[config.mk]
export PLATFORM = sky130hd
export DESIGN_NAME = eepc_ctrl
export DESIGN_NICKNAME = d
export VERILOG_FILES = /design/src/verilog/eepc_pkg.sv /design/src/verilog/eepc_ctrl.sv /design/src/verilog/eepc_array.sv
export SDC_FILE = /design/constraint.sdc
export NUM_CORES = 2
export LEC_CHECK = 0
export BUFFER_PORTS_ARGS = -buffer_cell sky130_fd_sc_hd__buf_4
export CAP_MARGIN = 0
export CORE_MARGIN = 1.5
export CORE_UTILIZATION = 49
export DETAILED_ROUTE_END_ITERATION = 12
export SLEW_MARGIN = 30
export SYNTH_ARGS = -nofsm -noshare
export SYNTH_HDL_FRONTEND = slang
export SYNTH_SLANG_ARGS = --single-unit
[constraint.sdc]
create_clock -name clock -period 4.19 [get_ports clock]
set_input_delay 0.2095 -clock clock [delete_from_list [all_inputs] [get_ports clock]]
set_output_delay 0.2095 -clock clock [all_outputs]
set_load 0.05 [all_outputs]
[src/verilog/eepc_pkg.sv]
// Constants and types shared by the nonvolatile program/erase controller
package eepc_pkg;
	// ****************************************************************
	// Register map (index; byte address is four times the index)
	// ****************************************************************
	localparam logic [9:0]  EEPC_CTRL_IDX    = 10'h01C;
	localparam logic [9:0]  EEPC_STAT_IDX    = 10'h01E;
	localparam logic [9:0]  EEPC_ARR_LO_IDX  = 10'h100;
	localparam logic [9:0]  EEPC_ARR_HI_IDX  = 10'h19F;
	localparam logic [7:0]  EEPC_CTRL_RST    = 8'h00;
	localparam logic [7:0]  EEPC_CTRL_MASK   = 8'h5F;
	localparam logic [7:0]  EEPC_ERASED      = 8'hFF;
	// ****************************************************************
	// Control field positions
	// ****************************************************************
	localparam int          EEPC_PUMP_BIT    = 6;
	localparam int          EEPC_ERH_BIT     = 4;
	localparam int          EEPC_ERL_BIT     = 3;
	localparam int          EEPC_LATCH_BIT   = 2;
	localparam int          EEPC_RC_BIT      = 1;
	localparam int          EEPC_PWR_BIT     = 0;
	// ****************************************************************
	// Array geometry and time base
	// ****************************************************************
	localparam int          EEPC_DEPTH       = 160;
	localparam logic [7:0]  EEPC_LAST        = 8'd159;
	localparam logic [7:0]  EEPC_BLK_LAST    = 8'd31;
	localparam logic [7:0]  EEPC_BUS_DIV     = 8'd25;
	localparam logic [7:0]  EEPC_RC_DIV      = 8'd20;
	localparam logic [7:0]  EEPC_OP_TICKS    = 8'd10;
	localparam logic [1:0]  EEPC_RESP_OKAY   = 2'b00;
	localparam logic [1:0]  EEPC_RESP_SLVERR = 2'b10;
	typedef enum logic [1:0] {
		EEPC_PROGRAM = 2'b00,
		EEPC_BYTE_ER = 2'b01,
		EEPC_BLK_ER  = 2'b10,
		EEPC_BULK_ER = 2'b11
	} eepc_mode_e;
	typedef enum logic [2:0] {
		EEPC_S_IDLE = 3'b000,
		EEPC_S_TIME = 3'b001,
		EEPC_S_RD   = 3'b010,
		EEPC_S_WR   = 3'b011,
		EEPC_S_DONE = 3'b100
	} eepc_seq_e;
	typedef enum logic [1:0] {
		EEPC_R_IDLE = 2'b00,
		EEPC_R_MEM  = 2'b01,
		EEPC_R_DATA = 2'b10,
		EEPC_R_RESP = 2'b11
	} eepc_rd_e;
endpackage

[src/verilog/eepc_ctrl.sv]
// Nonvolatile array program/erase controller with AXI4-Lite slave
// Functional notes
// 8-bit control register; bits 7 and 5 read zero; resets to zero.
// Charge pump runs while charge_pump_enable is set, off otherwise.
// Software keeps charge_pump_enable clear when the pump is unused.
// erase_select 00 program, 01 byte, 10 block, 11 bulk erase.
// Byte erase touches only the addressed byte.
// Block erase clears the aligned 32-byte block holding the address.
// Bulk erase clears all 160 bytes on a write anywhere in array.
// Latch enable blocks array reads; clear allows normal reads.
// rc_clock_select times the section from the RC oscillator.
// Software sets rc_clock_select when bus runs below one megahertz.
// program_power_enable routes pump voltage so operation proceeds.
// Program: latch, pump, erase_select 00, write data, hold power.
// Byte erase: latch, pump, erase_select 01, write, hold power.
// Block erase: latch, pump, erase_select 10, write in block, hold.
// Bulk erase: latch, pump, erase_select 11, write anywhere, hold.
// End: clear power, wait decay, then clear latch and pump.
// After each operation software zeroes all control bits.
// Erased cell reads one; programming only drives bits to zero.
// Array spans 0100 to 019F, programmable byte by byte.
// Array write while latched captures address and data.
// High voltage only while power, latch and pump are all set.
`timescale 1ns/10ps
module eepc_ctrl
	import eepc_pkg::*;
(
	input  wire logic        clock,
	input  wire logic        reset_n,
	input  wire logic [11:0] s_axi_awaddr,
	input  wire logic        s_axi_awvalid,
	output logic             s_axi_awready,
	input  wire logic [31:0] s_axi_wdata,
	input  wire logic [3:0]  s_axi_wstrb,
	input  wire logic        s_axi_wvalid,
	output logic             s_axi_wready,
	output logic      [1:0]  s_axi_bresp,
	output logic             s_axi_bvalid,
	input  wire logic        s_axi_bready,
	input  wire logic [11:0] s_axi_araddr,
	input  wire logic        s_axi_arvalid,
	output logic             s_axi_arready,
	output logic      [31:0] s_axi_rdata,
	output logic      [1:0]  s_axi_rresp,
	output logic             s_axi_rvalid,
	input  wire logic        s_axi_rready,
	output logic             charge_pump_on,
	output logic             high_voltage_on,
	output logic             rc_osc_select
);
	// ****************************************************************
	// Bus-side state
	// ****************************************************************
	logic [7:0]  ctrl_r, ctrl_nxt;
	logic        aw_got_r, aw_got_nxt, w_got_r, w_got_nxt;
	logic [9:0]  waddr_r, waddr_nxt;
	logic [7:0]  wdat_r, wdat_nxt;
	logic        wstb_r, wstb_nxt;
	logic        bvalid_r, bvalid_nxt;
	logic [1:0]  bresp_r, bresp_nxt;
	logic [7:0]  hold_addr_r, hold_addr_nxt;
	logic [7:0]  hold_data_r, hold_data_nxt;
	eepc_rd_e    rst_r, rst_nxt;
	logic [7:0]  raddr_r, raddr_nxt;
	logic [31:0] rdata_r, rdata_nxt;
	logic [1:0]  rresp_r, rresp_nxt;
	// ****************************************************************
	// Sequencer state
	// ****************************************************************
	eepc_seq_e   seq_r, seq_nxt;
	logic [7:0]  div_r, div_nxt, tick_cnt_r, tick_cnt_nxt;
	logic [7:0]  cur_r, cur_nxt, end_r, end_nxt;
	logic        pump_r, hv_r, rcsel_r;
	logic        mem_en, mem_we;
	logic [7:0]  mem_addr, mem_wdata, mem_rdata;
	logic        hv_req, tick, seq_idle;
	eepc_mode_e  mode;
	logic [9:0]  aw_idx, w_idx, ar_idx;
	logic        ar_is_arr, w_is_arr;
	logic [7:0]  status;

	assign mode      = eepc_mode_e'(ctrl_r[EEPC_ERH_BIT:EEPC_ERL_BIT]);
	assign hv_req    = ctrl_r[EEPC_PWR_BIT] & ctrl_r[EEPC_LATCH_BIT]
	                 & ctrl_r[EEPC_PUMP_BIT];
	assign tick      = (div_r == 8'h00);
	assign seq_idle  = (seq_r == EEPC_S_IDLE);
	assign aw_idx    = s_axi_awaddr[11:2];
	assign ar_idx    = s_axi_araddr[11:2];
	assign w_idx     = waddr_r;
	assign w_is_arr  = (w_idx >= EEPC_ARR_LO_IDX) && (w_idx <= EEPC_ARR_HI_IDX);
	assign ar_is_arr = (ar_idx >= EEPC_ARR_LO_IDX)
	                 && (ar_idx <= EEPC_ARR_HI_IDX);
	assign status    = {5'b00000, (seq_r == EEPC_S_DONE), ~seq_idle, hv_r};

	// ****************************************************************
	// Write channel and control register
	// ****************************************************************
	always_comb begin
		ctrl_nxt      = ctrl_r;
		aw_got_nxt    = aw_got_r;
		w_got_nxt     = w_got_r;
		waddr_nxt     = waddr_r;
		wdat_nxt      = wdat_r;
		wstb_nxt      = wstb_r;
		bvalid_nxt    = bvalid_r;
		bresp_nxt     = bresp_r;
		hold_addr_nxt = hold_addr_r;
		hold_data_nxt = hold_data_r;
		if (s_axi_awvalid && s_axi_awready) begin
			aw_got_nxt = 1'b1;
			waddr_nxt  = aw_idx;
		end
		if (s_axi_wvalid && s_axi_wready) begin
			w_got_nxt = 1'b1;
			wdat_nxt  = s_axi_wdata[7:0];
			wstb_nxt  = s_axi_wstrb[0];
		end
		if (aw_got_r && w_got_r) begin
			aw_got_nxt = 1'b0;
			w_got_nxt  = 1'b0;
			bvalid_nxt = 1'b1;
			bresp_nxt  = EEPC_RESP_OKAY;
			if (w_idx == EEPC_CTRL_IDX) begin
				if (wstb_r) begin
					ctrl_nxt = wdat_r & EEPC_CTRL_MASK;
				end
			end else if (w_idx == EEPC_STAT_IDX) begin
				bresp_nxt = EEPC_RESP_OKAY;
			end else if (w_is_arr) begin
				if (wstb_r && ctrl_r[EEPC_LATCH_BIT] && seq_idle) begin
					hold_addr_nxt = 8'(w_idx - EEPC_ARR_LO_IDX);
					hold_data_nxt = wdat_r;
				end
			end else begin
				bresp_nxt = EEPC_RESP_SLVERR;
			end
		end
		if (s_axi_bvalid && s_axi_bready) begin
			bvalid_nxt = 1'b0;
		end
	end

	always_ff @(posedge clock or negedge reset_n) begin
		if (!reset_n) begin
			ctrl_r      <= EEPC_CTRL_RST;
			aw_got_r    <= 1'b0;
			w_got_r     <= 1'b0;
			waddr_r     <= 10'h000;
			wdat_r      <= 8'h00;
			wstb_r      <= 1'b0;
			bvalid_r    <= 1'b0;
			bresp_r     <= EEPC_RESP_OKAY;
			hold_addr_r <= 8'h00;
			hold_data_r <= EEPC_ERASED;
		end else begin
			ctrl_r      <= ctrl_nxt;
			aw_got_r    <= aw_got_nxt;
			w_got_r     <= w_got_nxt;
			waddr_r     <= waddr_nxt;
			wdat_r      <= wdat_nxt;
			wstb_r      <= wstb_nxt;
			bvalid_r    <= bvalid_nxt;
			bresp_r     <= bresp_nxt;
			hold_addr_r <= hold_addr_nxt;
			hold_data_r <= hold_data_nxt;
		end
	end

	assign s_axi_awready = ~aw_got_r & ~bvalid_r;
	assign s_axi_wready  = ~w_got_r & ~bvalid_r;
	assign s_axi_bvalid  = bvalid_r;
	assign s_axi_bresp   = bresp_r;

	// ****************************************************************
	// Read channel
	// ****************************************************************
	always_comb begin
		rst_nxt   = rst_r;
		raddr_nxt = raddr_r;
		rdata_nxt = rdata_r;
		rresp_nxt = rresp_r;
		case (rst_r)
			EEPC_R_IDLE: begin
				if (s_axi_arvalid) begin
					rst_nxt   = EEPC_R_RESP;
					rresp_nxt = EEPC_RESP_OKAY;
					rdata_nxt = 32'h0000_0000;
					if (ar_idx == EEPC_CTRL_IDX) begin
						rdata_nxt = {24'h00_0000, ctrl_r};
					end else if (ar_idx == EEPC_STAT_IDX) begin
						rdata_nxt = {24'h00_0000, status};
					end else if (ar_is_arr) begin
						raddr_nxt = 8'(ar_idx - EEPC_ARR_LO_IDX);
						if (ctrl_r[EEPC_LATCH_BIT]) begin
							rresp_nxt = EEPC_RESP_SLVERR;
						end else begin
							rst_nxt = EEPC_R_MEM;
						end
					end else begin
						rresp_nxt = EEPC_RESP_SLVERR;
					end
				end
			end
			EEPC_R_MEM: begin
				if (seq_idle) begin
					rst_nxt = EEPC_R_DATA;
				end
			end
			EEPC_R_DATA: begin
				rdata_nxt = {24'h00_0000, mem_rdata};
				rst_nxt   = EEPC_R_RESP;
			end
			EEPC_R_RESP: begin
				if (s_axi_rready) begin
					rst_nxt = EEPC_R_IDLE;
				end
			end
			default: rst_nxt = EEPC_R_IDLE;
		endcase
	end

	always_ff @(posedge clock or negedge reset_n) begin
		if (!reset_n) begin
			rst_r   <= EEPC_R_IDLE;
			raddr_r <= 8'h00;
			rdata_r <= 32'h0000_0000;
			rresp_r <= EEPC_RESP_OKAY;
		end else begin
			rst_r   <= rst_nxt;
			raddr_r <= raddr_nxt;
			rdata_r <= rdata_nxt;
			rresp_r <= rresp_nxt;
		end
	end

	assign s_axi_arready = (rst_r == EEPC_R_IDLE);
	assign s_axi_rvalid  = (rst_r == EEPC_R_RESP);
	assign s_axi_rdata   = rdata_r;
	assign s_axi_rresp   = rresp_r;

	// ****************************************************************
	// Time base and program/erase sequencer
	// ****************************************************************
	always_comb begin
		seq_nxt      = seq_r;
		div_nxt      = div_r - 8'd1;
		tick_cnt_nxt = tick_cnt_r;
		cur_nxt      = cur_r;
		end_nxt      = end_r;
		if (tick) begin
			div_nxt = ctrl_r[EEPC_RC_BIT] ? EEPC_RC_DIV - 8'd1
			                              : EEPC_BUS_DIV - 8'd1;
		end
		case (seq_r)
			EEPC_S_IDLE: begin
				tick_cnt_nxt = 8'h00;
				if (hv_req) begin
					seq_nxt = EEPC_S_TIME;
				end
			end
			EEPC_S_TIME: begin
				if (!hv_req) begin
					seq_nxt = EEPC_S_IDLE;
				end else if (tick) begin
					tick_cnt_nxt = tick_cnt_r + 8'd1;
					if (tick_cnt_r == EEPC_OP_TICKS - 8'd1) begin
						cur_nxt = hold_addr_r;
						end_nxt = hold_addr_r;
						seq_nxt = EEPC_S_WR;
						if (mode == EEPC_PROGRAM) begin
							seq_nxt = EEPC_S_RD;
						end else if (mode == EEPC_BLK_ER) begin
							cur_nxt = {hold_addr_r[7:5], 5'b00000};
							end_nxt = {hold_addr_r[7:5], 5'b00000}
							        | EEPC_BLK_LAST;
						end else if (mode == EEPC_BULK_ER) begin
							cur_nxt = 8'h00;
							end_nxt = EEPC_LAST;
						end
					end
				end
			end
			EEPC_S_RD: begin
				seq_nxt = EEPC_S_WR;
			end
			EEPC_S_WR: begin
				if (cur_r == end_r) begin
					seq_nxt = EEPC_S_DONE;
				end else begin
					cur_nxt = cur_r + 8'd1;
				end
			end
			EEPC_S_DONE: begin
				if (!hv_req) begin
					seq_nxt = EEPC_S_IDLE;
				end
			end
			default: seq_nxt = EEPC_S_IDLE;
		endcase
	end

	always_ff @(posedge clock or negedge reset_n) begin
		if (!reset_n) begin
			seq_r      <= EEPC_S_IDLE;
			div_r      <= 8'h00;
			tick_cnt_r <= 8'h00;
			cur_r      <= 8'h00;
			end_r      <= 8'h00;
			pump_r     <= 1'b0;
			hv_r       <= 1'b0;
			rcsel_r    <= 1'b0;
		end else begin
			seq_r      <= seq_nxt;
			div_r      <= div_nxt;
			tick_cnt_r <= tick_cnt_nxt;
			cur_r      <= cur_nxt;
			end_r      <= end_nxt;
			pump_r     <= ctrl_r[EEPC_PUMP_BIT];
			hv_r       <= hv_req;
			rcsel_r    <= ctrl_r[EEPC_RC_BIT];
		end
	end

	// Sequencer owns the array port; bus reads only get it when idle
	always_comb begin
		mem_en    = 1'b0;
		mem_we    = 1'b0;
		mem_addr  = raddr_r;
		mem_wdata = EEPC_ERASED;
		if (seq_r == EEPC_S_RD) begin
			mem_en   = 1'b1;
			mem_addr = cur_r;
		end else if (seq_r == EEPC_S_WR) begin
			mem_en   = 1'b1;
			mem_we   = 1'b1;
			mem_addr = cur_r;
			if (mode == EEPC_PROGRAM) begin
				mem_wdata = mem_rdata & hold_data_r;
			end
		end else if (rst_r == EEPC_R_MEM && seq_idle) begin
			mem_en = 1'b1;
		end
	end

	eepc_array eepc_array_i (
		.clock (clock),
		.en    (mem_en),
		.we    (mem_we),
		.addr  (mem_addr),
		.wdata (mem_wdata),
		.rdata (mem_rdata)
	);

	assign charge_pump_on  = pump_r;
	assign high_voltage_on = hv_r;
	assign rc_osc_select   = rcsel_r;
endmodule

[src/verilog/eepc_array.sv]
// Byte-wide nonvolatile cell array model with registered read data
`timescale 1ns/10ps
module eepc_array
	import eepc_pkg::*;
(
	input  wire logic       clock,
	input  wire logic       en,
	input  wire logic       we,
	input  wire logic [7:0] addr,
	input  wire logic [7:0] wdata,
	output logic      [7:0] rdata
);
	logic [7:0] cells [0:EEPC_DEPTH-1];

	always_ff @(posedge clock) begin
		if (en) begin
			if (we) begin
				cells[addr] <= wdata;
			end
			rdata <= cells[addr];
		end
	end
endmodule

==> results.sh <==
export IMPL_status="complete, no violations"
export IMPL_grt_pass1_vias=31500
export IMPL_fp_dieH_um=332
export IMPL_wire_per_inst_um=28.0
export IMPL_root_buffer="clkbuf_16"
export IMPL_stdcell_area_um2=61600
export IMPL_largest_register="eepc_array_i.cells"
export IMPL_grtUsageTotal=0.254
export IMPL_switching_power_mw=11.3
export IMPL_hold_path_class="input port to asynchronous set/reset pin"
export IMPL_timing_final_max_slew_violations=0
export IMPL_tns_ns=0
export IMPL_layout_nets=3613
export IMPL_vias=31700
export IMPL_p_leak_nw=23.1
export IMPL_initial_core_util=0.496
export IMPL_timing_final_crit_period_ns=3.95
export IMPL_antenna_cells=0
export IMPL_dieArea_um2=111000
export IMPL_yosysWarnings=0
export IMPL_post_cts_buffers=0
export IMPL_switching_share=0.318
export IMPL_hold_viol=0
export IMPL_synth_seq_area_share=0.775
export IMPL_pwr_density_cell_nw_per_um2=574
export IMPL_cts_inserted_buffers=140
export IMPL_r2r_start="seq_r[1]"
export IMPL_grt_max_degree=149
export IMPL_total_power_mw=35.4
export IMPL_grt_pass1_wl_um=208000
export IMPL_p_seq_frac=0.440
export IMPL_worst_pin_slew_ns=1.03
export IMPL_clkPwrFrac=0.338
export IMPL_drt_pass1_iterations=6
export IMPL_critPathLaunchType="flop"
export IMPL_grt_overflow=0
export IMPL_reg_largest_list="eepc_array_i.cells x1280, w_idx x10"
export IMPL_ir_drop_v=0.000477
export IMPL_cts_sinks=1390
export IMPL_antenna_found_initial=0
export IMPL_vias_per_cell=6.29
export IMPL_critical_path_class="flop to flop"
export IMPL_internal_power_mw=24.1
export IMPL_cap_violations=0
export IMPL_place_area_um2=56800
export IMPL_synth_ff_type="edfxtp_1"
export IMPL_cts_path_max_buffers=3
export IMPL_syn_to_final_growth_pct=15.8
export IMPL_synthCells=3245
export IMPL_finalCritPeriodShare=0.944
export IMPL_drive_gt1_frac=0.172
export IMPL_die_w_um=332
export IMPL_preCtsSetupSlack_ns=0.441
export IMPL_holdWs_ns=0.113
export IMPL_yosys_register_bits=1390
export IMPL_finalWirelength_um=141000
export IMPL_synth_edf_count=1288
export IMPL_core_area_um2=107000
export IMPL_avgSynthCellArea_um2=16.4
export IMPL_cts_tree="yes"
export IMPL_setup_slack_ns=0.235
export IMPL_clk_latency_ns=0.74
export IMPL_portBuffers=53
export IMPL_ys_types=75
export IMPL_rows=120
export IMPL_dp_cells=4763
export IMPL_critPathCaptureType="flop"
export IMPL_max_freq_mhz=253
export IMPL_setup_violations=0
export IMPL_rsz0062_at_grt="no"
export IMPL_drtAntennaViolNets=0
export IMPL_clk_pin_slew_ns=0.06
export IMPL_synth_cell_area_um2=53200
export IMPL_critPathMaxFanout=108
export IMPL_pin_count=111
export IMPL_worst_ep_arrival_time_ns=4.39
export IMPL_ctsHtreeMaxLevel=4
export IMPL_synthArstFlopShare=0.0734
export IMPL_combinationalPowerShare=0.222
export IMPL_fin_cells=5046
export IMPL_initialDrtViolationCount=3667
export IMPL_fin_util=0.574
export IMPL_gp_congestion=0.863
export IMPL_fin_worst_skew_ns=0.0227
export IMPL_route_detailed_drc=0
export IMPL_worstSetupStartpoint="seq_r[1]"
export IMPL_largest_reg_flops=1280
export IMPL_cts_resized=0
export IMPL_slew_headroom=0.314
export IMPL_critPathRequiredTime_ns=4.62
export IMPL_place_hpwl_um=87000
layout make-up:
cell class / instances / area (µm²)
fillers: 8064 / 45800
flip-flops and latches: 1390 / 41200
multi-input cells: 1610 / 10800
clock buffers: 176 / 3760
repair buffers: 376 / 3360
well taps: 1403 / 1760
clock inverters: 72 / 596
inverters: 19 / 71.3
layer usage:
| layer | vias up | track usage | wire length (µm) |
|---|---|---|---|
| met5 | - | 0 | 0 |
| met4 | 0 | 0.0811 | 3990 |
| met3 | 232 | 0.0493 | 12300 |
| met2 | 1487 | 0.407 | 67500 |
| met1 | 16200 | 0.353 | 57400 |
| li1 | 13800 | - | - |
synthesized netlist by cell type (3+ instances only):
cell	number	area share
edfxtp_1	1288	0.73
a22oi_1	494	0.070
nor2_1	168	0.012
nand3_1	150	0.014
a21oi_1	147	0.014
dfrtp_1	94	0.044
clkbuf_1	91	0.0064
buf_2	73	0.0069
a221oi_1	72	0.012
nand2_1	67	0.0047
nor3_1	64	0.0060
mux2_2	51	0.011
a22o_1	50	0.0082
buf_4	44	0.0062
o22ai_1	37	0.0044
o21ai_0	31	0.0029
nor4_1	30	0.0035
a221o_1	29	0.0055
buf_1	23	0.0016
nand4_1	21	0.0025
buf_6	20	0.0042
inv_1	19	0.0013
xor2_1	16	0.0026
a311oi_1	15	0.0025
a31oi_1	13	0.0015
and3_1	10	0.0012
o31ai_1	10	0.0014
a21o_1	9	0.0013
ha_1	9	0.0021
dfstp_2	8	0.0040
mux2i_1	8	0.0015
a221oi_2	5	0.0014
o221ai_1	5	0.00082
o311ai_1	5	0.00082
or4_1	5	0.00071
nor3b_1	4	0.00056
xnor2_1	4	0.00066
a31o_1	3	0.00049
and2_1	3	0.00035
nand2b_1	3	0.00035
o211ai_1	3	0.00042
what timing repair did:
action                                  4_1_cts  5_1_grt
hold buffers                                 32        0
endpoints found under the hold margin        97        0
endpoints found under the setup margin        0        0
worst max-delay path, stage by stage, from the launching register on:
cell      delay, ns
dfrtp_1        0.52
nor2b_1        0.24
o31ai_4        0.65
buf_12         0.48
a22oi_1        0.15
nand3_1        0.17
nand2_1        0.11
o31ai_1        0.56
nand4_1        0.29
o311ai_1       0.31
cell families after synthesis:
family                     count (synthesis)  share of synthesized area
buffers and inverters                    270                     0.0267
DFF                                     1390                      0.775
and+or+nand+nor                          543                     0.0487
muxes                                     61                     0.0129
xor gates and xnor gates                  20                    0.00329
other                                      1                  0.0000705
adders and majority gates                  9                    0.00212
AOI/OAI and AO/OA                        951                      0.131
power by group through the flow:
stage	registers [mW]	logic, mW	clock network, mW
final	15.6	7.84	12.0
after global routing	15.6	8.15	12.6
after CTS	15.5	7.71	12.1
after detailed placement	15.8	7.64	0
after global placement	15.8	7.51	0
after floorplan	15.8	4.29	0
cells in the final DEF (no fill, tap or decap), types with 30 or more instances in the layout:
master and instances:
a21oi_1 147, a221oi_1 72, a22o_1 50, a22oi_1 494, buf_12 30, buf_4 310
clkbuf_16 145, clkinv_1 33, dfrtp_1 94, dlygate4sd3_1 32, edfxtp_1 1288, mux2_2 51
nand2_1 64, nand3_1 150, nor2_1 165, nor3_1 56, nor4_1 30, o21ai_0 30
o22ai_1 37
final timing paths:
kind                                          to  slack [ns]  depth (start not counted)
setup / recovery           eepc_array_i.rdata[7]        0.24                          9
hold / removal                          div_r[5]        0.11                          2
setup reg to reg           eepc_array_i.rdata[7]        0.24                          9
hold reg to reg                   charge_pump_on        0.49                          0
max in group asynchronous               cur_r[7]        3.10                          3
min in group clock                      aw_got_r        0.14                          3
No activity file was read; power rests on OpenSTA's default activity.
